===== config.mk =====
export PLATFORM = sky130hd
export DESIGN_NAME = dual_dac_host
export DESIGN_NICKNAME = d
export VERILOG_FILES = /design/src/rtl/dual_dac_host.v
export VERILOG_INCLUDE_DIRS = /design/src /design/src/rtl
export SDC_FILE = /design/constraint.sdc
export NUM_CORES = 1
export LEC_CHECK = 0
export BUFFER_PORTS_ARGS = -buffer_cell sky130_fd_sc_hd__buf_4
export CAP_MARGIN = 5
export CORE_UTILIZATION = 35
export DETAILED_ROUTE_END_ITERATION = 8
export GPL_TIMING_DRIVEN = 0
export SYNTH_ARGS = -nofsm -noshare
export SYNTH_HDL_FRONTEND = slang
export SYNTH_SLANG_ARGS = --single-unit

===== constraint.sdc =====
create_clock -name clk_sys -period 2.4 [get_ports clk_sys]
set_clock_uncertainty 0.1 [all_clocks]
set_input_delay 0.24 -clock clk_sys [delete_from_list [all_inputs] [get_ports clk_sys]]
set_output_delay 0.24 -clock clk_sys [all_outputs]
set_load 0.01 [all_outputs]

===== src/rtl/dual_dac_host_consts.vh =====
// timing counts and selector codes for the dual dac host controller
`ifndef DUAL_DAC_HOST_CONSTS_VH
`define DUAL_DAC_HOST_CONSTS_VH
`define CLK_PERIOD_NS 4
`define T_DATA_SETUP_NS 80
`define T_LOAD_PULSE_NS 50
`define T_WR_PULSE_NS 50
`define SETUP_CYC ((`T_DATA_SETUP_NS + `CLK_PERIOD_NS - 1) / `CLK_PERIOD_NS)
`define LOAD_CYC ((`T_LOAD_PULSE_NS + `CLK_PERIOD_NS - 1) / `CLK_PERIOD_NS)
`define WR_CYC ((`T_WR_PULSE_NS + `CLK_PERIOD_NS - 1) / `CLK_PERIOD_NS)
`define CNT_W 6
`define SEL_A_LOW 2'h0
`define SEL_A_HIGH 2'h1
`define SEL_B_LOW 2'h2
`define SEL_B_HIGH 2'h3
`endif

===== src/rtl/dual_dac_host.v =====
// host controller that loads both dac channels through byte or word pins
// Operation
// - byte mode: select low addresses the part
// - write strobe, select, address load byte
// - low nibble carries bits 3:0 or 11:8
// - word mode: chan a select low selects
// - word mode: chan b select low selects
// - word mode: full word, msb on top
`timescale 1ns/1ps
`include "dual_dac_host_consts.vh"
module dual_dac_host (
   // clock, reset, enable
   input wire clk_sys,
   input wire srst,
   input wire clk_en,
   // user request
   input wire req_valid,
   output wire req_ready,
   input wire word_mode,
   input wire [1:0] chan_mask,
   input wire [11:0] code_a,
   input wire [11:0] code_b,
   output reg busy,
   // byte-wide variant pins
   output reg select_n,
   output reg write_n,
   output reg latch_sel_hi,
   output reg latch_sel_lo,
   output reg [3:0] bus_upper_nibble,
   output reg [3:0] bus_lower_nibble,
   output reg output_update_n,
   // word variant pins
   output reg select_chan_a_n,
   output reg select_chan_b_n,
   output reg word_write_n,
   output reg word_msb,
   output reg [10:0] word_low_bits
);
   localparam [4:0] ST_IDLE = 5'h01;
   localparam [4:0] ST_SETUP = 5'h02;
   localparam [4:0] ST_STROBE = 5'h04;
   localparam [4:0] ST_NEXT = 5'h08;
   localparam [4:0] ST_UPDATE = 5'h10;

   // counts cut to the counter width on purpose; the macros are plain integers
   localparam [31:0] SETUP_FULL = `SETUP_CYC;
   localparam [31:0] LOAD_FULL = `LOAD_CYC;
   localparam [`CNT_W-1:0] SETUP_CNT = SETUP_FULL[`CNT_W-1:0];
   localparam [`CNT_W-1:0] LOAD_CNT = LOAD_FULL[`CNT_W-1:0];

   reg [4:0] state;
   reg [`CNT_W-1:0] cnt;
   reg [1:0] step;
   reg mode;
   reg [1:0] mask;
   reg [11:0] ca;
   reg [11:0] cb;

   // byte slot for one write step: low byte or high nibble per channel
   function [7:0] byte_of;
      input [1:0] sel;
      input [11:0] a;
      input [11:0] b;
      begin
         case (sel)
            `SEL_A_LOW: byte_of = a[7:0];
            `SEL_A_HIGH: byte_of = {4'h0, a[11:8]};
            `SEL_B_LOW: byte_of = b[7:0];
            default: byte_of = {4'h0, b[11:8]};
         endcase
      end
   endfunction

   // a step is skipped when its channel is not asked for
   function step_used;
      input [1:0] sel;
      input [1:0] m;
      begin
         step_used = sel[1] ? m[1] : m[0];
      end
   endfunction

   // following byte slot in fixed order: a low, a high, b low, b high
   function [1:0] step_after;
      input [1:0] sel;
      begin
         step_after = sel + 2'h1;
      end
   endfunction

   // word for the first write: channel a unless only b is asked for
   function [11:0] first_word;
      input [1:0] m;
      input [11:0] a;
      input [11:0] b;
      begin
         first_word = m[0] ? a : b;
      end
   endfunction

   wire [7:0] cur_byte = byte_of(step, ca, cb);
   wire [11:0] req_word = first_word(chan_mask, code_a, code_b);
   // not ready while frozen, so a handshake never looks taken while clk_en is low; an empty mask still sees ready
   assign req_ready = (state == ST_IDLE) && !srst && clk_en;

   always @(posedge clk_sys) begin
      if (srst) begin
         state <= ST_IDLE;
         cnt <= {`CNT_W{1'b0}};
         step <= 2'h0;
         mode <= 1'b0;
         mask <= 2'h0;
         ca <= 12'h000;
         cb <= 12'h000;
         busy <= 1'b0;
         select_n <= 1'b1;
         write_n <= 1'b1;
         latch_sel_hi <= 1'b0;
         latch_sel_lo <= 1'b0;
         bus_upper_nibble <= 4'h0;
         bus_lower_nibble <= 4'h0;
         output_update_n <= 1'b1;
         select_chan_a_n <= 1'b1;
         select_chan_b_n <= 1'b1;
         word_write_n <= 1'b1;
         word_msb <= 1'b0;
         word_low_bits <= 11'h000;
      end else if (clk_en) begin
         case (state)
            ST_IDLE: begin
               if (req_valid && chan_mask != 2'h0) begin
                  mode <= word_mode;
                  mask <= chan_mask;
                  ca <= code_a;
                  cb <= code_b;
                  busy <= 1'b1;
                  cnt <= SETUP_CNT;
                  state <= ST_SETUP;
                  if (word_mode) begin
                     // a lone mask selects one channel, both share one word
                     word_msb <= req_word[11];
                     word_low_bits <= req_word[10:0];
                     select_chan_a_n <= ~chan_mask[0];
                     select_chan_b_n <= ~chan_mask[1];
                     word_write_n <= 1'b0;
                  end else begin
                     step <= chan_mask[0] ? `SEL_A_LOW : `SEL_B_LOW;
                  end
               end
            end
            ST_SETUP: begin
               if (!mode) begin
                  select_n <= 1'b0;
                  latch_sel_hi <= step[1];
                  latch_sel_lo <= step[0];
                  bus_upper_nibble <= cur_byte[7:4];
                  bus_lower_nibble <= cur_byte[3:0];
                  write_n <= 1'b0;
               end else begin
                  // second write falls one cycle after b's select; the first fell with the selects in ST_IDLE
                  word_write_n <= 1'b0;
               end
               if (cnt <= 1) begin
                  state <= ST_STROBE;
               end else begin
                  cnt <= cnt - 1'b1;
               end
            end
            ST_STROBE: begin
               // data held past the rising edge: zero hold is met one cycle on
               write_n <= 1'b1;
               word_write_n <= 1'b1;
               state <= ST_NEXT;
            end
            ST_NEXT: begin
               select_n <= 1'b1;
               select_chan_a_n <= 1'b1;
               select_chan_b_n <= 1'b1;
               if (mode && mask == 2'h3 && ca != cb) begin
                  // differing codes need a second word write to channel b
                  mask <= 2'h2;
                  word_msb <= cb[11];
                  word_low_bits <= cb[10:0];
                  // write stays high while a's select rises, so a keeps its word
                  select_chan_b_n <= 1'b0;
                  cnt <= SETUP_CNT;
                  state <= ST_SETUP;
               end else if (!mode && step != `SEL_B_HIGH &&
                            step_used(step_after(step), mask)) begin
                  step <= step_after(step);
                  cnt <= SETUP_CNT;
                  state <= ST_SETUP;
               end else if (!mode) begin
                  output_update_n <= 1'b0;
                  cnt <= LOAD_CNT;
                  state <= ST_UPDATE;
               end else begin
                  busy <= 1'b0;
                  state <= ST_IDLE;
               end
            end
            ST_UPDATE: begin
               // update rises only after select and write are high, no overlap
               if (cnt <= 1) begin
                  output_update_n <= 1'b1;
                  busy <= 1'b0;
                  state <= ST_IDLE;
               end else begin
                  cnt <= cnt - 1'b1;
               end
            end
            default: state <= ST_IDLE;
         endcase
      end
   end
endmodule


==> results_dict.tcl <==
set metrics [dict create \
    status "finished, final reports clean" \
    async_flop_share 0 \
    utilization 0.455 \
    reg2regPathDepth 9 \
    finalCriticalPeriod_ps 2290 \
    slew_headroom 0.476 \
    cp.arrival_ps 2400 \
    cp.required_ps 2510 \
    drt_iter0_markers 314 \
    final_cell_count_no_fill 666 \
    ir_drop_v 0.000291 \
    synth_top_family_by_area "simple AND/OR/NAND/NOR gates" \
    antenna_found_initial 0 \
    clk_path_buf_depth 2 \
    synthFlopType "dfxtp_1" \
    synth-edff-count 0 \
    placed_area_sq_um 4110 \
    hold_violations 0 \
    avgSynthCellArea_sq_um 7.82 \
    maxSlewViolCount 0 \
    synth_area_leaders "dfxtp_1, a21oi_1, nand2_1" \
    dp.cells 640 \
    yosysWarnings 0 \
    die_y_um 102 \
    p_leak_nw 1.68 \
    worst_slack_ps 109 \
    die-area_sq_um 10400 \
    syn2layout_area_growth_pct 26.3 \
    layout_commonest_cell "a21oi_1" \
    hpwl_mm 7.95 \
    wl_mm 10.7 \
    critPathCaptureType "flip-flop" \
    num_vias 3527 \
    dr.pass1.iters 6 \
    track_usage 0.209 \
    worstPathMaxFanout 5 \
    cts_root_buf "clkbuf_8" \
    synth-adder-area-share 0.0214 \
    synth_seq_cells 69 \
    synthSimpleGateAreaFrac 0.234 \
    synth_nets 485 \
    io_pins 61 \
    route.detailed.drc 0 \
    fillers 1019 \
    gp_congestion 0.866 \
    coreArea_sq_um 9730 \
    ys_types 52 \
    first_global_vias 3103 \
    clock.fmax_mhz 436 \
    synth_area_leader_cell "dfxtp_1" \
    seq_area_frac_synth 0.394 \
    initial_core_util 0.360 \
    clk_pin_slew_ps 80 \
    synth_xor_area_frac 0.0325 \
    cts-buffers-inserted 9 \
    maxCapViolCount 0 \
    final_area_sq_um 4420 \
    cts_hold_buf 0 \
    hp-class "input port to flip-flop" \
    ant_nets 0 \
    synthMuxAreaShare 0.0486 \
    cts_tree "built" \
    dp_slack_ps -221 \
    holdPathStages 3 \
    synth_compound_area_frac 0.223 \
    setup_violations 0 \
    syn-cell-area_sq_um 3500 \
    diodes 0 \
    clk_latency_ps 340 \
    timing.final.crit_share 0.955 \
    cp-start-kind "flip-flop" \
    drive_gt1_frac 0.216 \
    crit_type "flip-flop to flip-flop" \
    worst_pin_slew_ps 785 \
    synth_top_area_frac 0.394 \
    viasPerCell 5.30 \
    powerDensity_nw_per_um2 583 \
    die_w_um 102 \
    grt_pass1_wl_mm 16.4 \
    num_rows 36 \
    grt_max_degree 14 \
    wl_per_cell_um 16.0 \
    fin_nets 565 \
    grt-ovfl-total 0 \
    most-common-layout-cells "a21oi_1, buf_4, nand2_1" \
    portBuffers 59 \
    cts.sinks 69 \
    htreeDepth 3 \
    syn_inst 448 \
]
==> layout make-up <==
cell class / count / area (sq um) / share of cell area
tap: 133 / 166 / 0.0376
timing repair buffer: 69 / 522 / 0.118
inverter: 8 / 32.5 / 0.00735
sequential: 69 / 1390 / 0.314
buffer: 30 / 139 / 0.0314
multi-input combinational: 341 / 2000 / 0.452
clock inverter: 7 / 51.3 / 0.0116
clock buffer: 9 / 124 / 0.0280
==> critical path: stages (launching register included) <==
cell and delay, ps:
dfxtp_2 350, inv_2 60, ha_2 160, or2_4 250, a211o_1 300, a31o_1 260, nor3_4 290, buf_6 150
mux2i_1 170, nor2_1 50
==> cells in the mapped netlist (6+ instances only) <==
master / count
nand2_1: 67
o21ai_0: 21
xnor2_1: 13
nor2_1: 45
mux2i_1: 17
nand4_1: 6
ha_1: 6
or3_1: 14
inv_1: 8
a21oi_1: 75
nor3_1: 12
clkbuf_1: 22
dfxtp_1: 69
==> report_power, final <==
group	total, W	switching (W)	internal (W)
registers	0.00124	0.0000501	0.00119
logic	0.000485	0.000267	0.000218
clock network	0.000854	0.000476	0.000378
==> kinds of logic (layout without fill, tap and decap cells) <==
family	Yosys count	count (layout)
simple gates	172	172
compound gates	133	133
flops	69	69
buf+inv	38	123
mux	17	17
xor+xnor	13	13
fa+ha+maj	6	6
==> metrics by stage <==
step	total power (W)	hold slack (ps)	setup TNS, ps
after CTS	0.00257	38.6	0
after detailed placement	0.00170	338	-3810
after global placement	0.00169	335	-2900
after floorplan	0.00153	243	0
after global routing	0.00270	40.0	-23.3
final	0.00258	42.3	0
==> state kept, by name, summed over array words and instances (netlist names), 2 cells and up <==
signal / flops
word_low_bits: 11
bus_lower_nibble: 4
state: 5
ca: 12
mask: 2
cnt: 6
step: 2
cb: 12
bus_upper_nibble: 4
==> repair_timing <==
action,4_1_cts,5_1_grt
setup buffers,6,4
setup endpoints to repair,27,30
pin swaps,3,6
gates resized for setup,6,18
gates cloned,0,0
==> layer usage <==
| layer | vias to the layer above | share of wire | routed length (um) | GRT usage |
|---|---|---|---|---|
| li1 | 1749 | - | - | - |
| met1 | 1629 | 0.48 | 5140 | 0.303 |
| met2 | 127 | 0.43 | 4620 | 0.310 |
| met3 | 22 | 0.058 | 622 | 0.0321 |
| met4 | 0 | 0.026 | 274 | 0.0824 |
| met5 | - | 0 | 0 | 0 |
==> worst paths after layout <==
kind	from	end	slack (ps)
max	cnt[1]	cnt[1]	110
min reg2reg	write_n	write_n	350
min	code_b[6]	cb[6]	40
max reg2reg	cnt[1]	cnt[1]	110
Power figures use the tool's default switching activity.
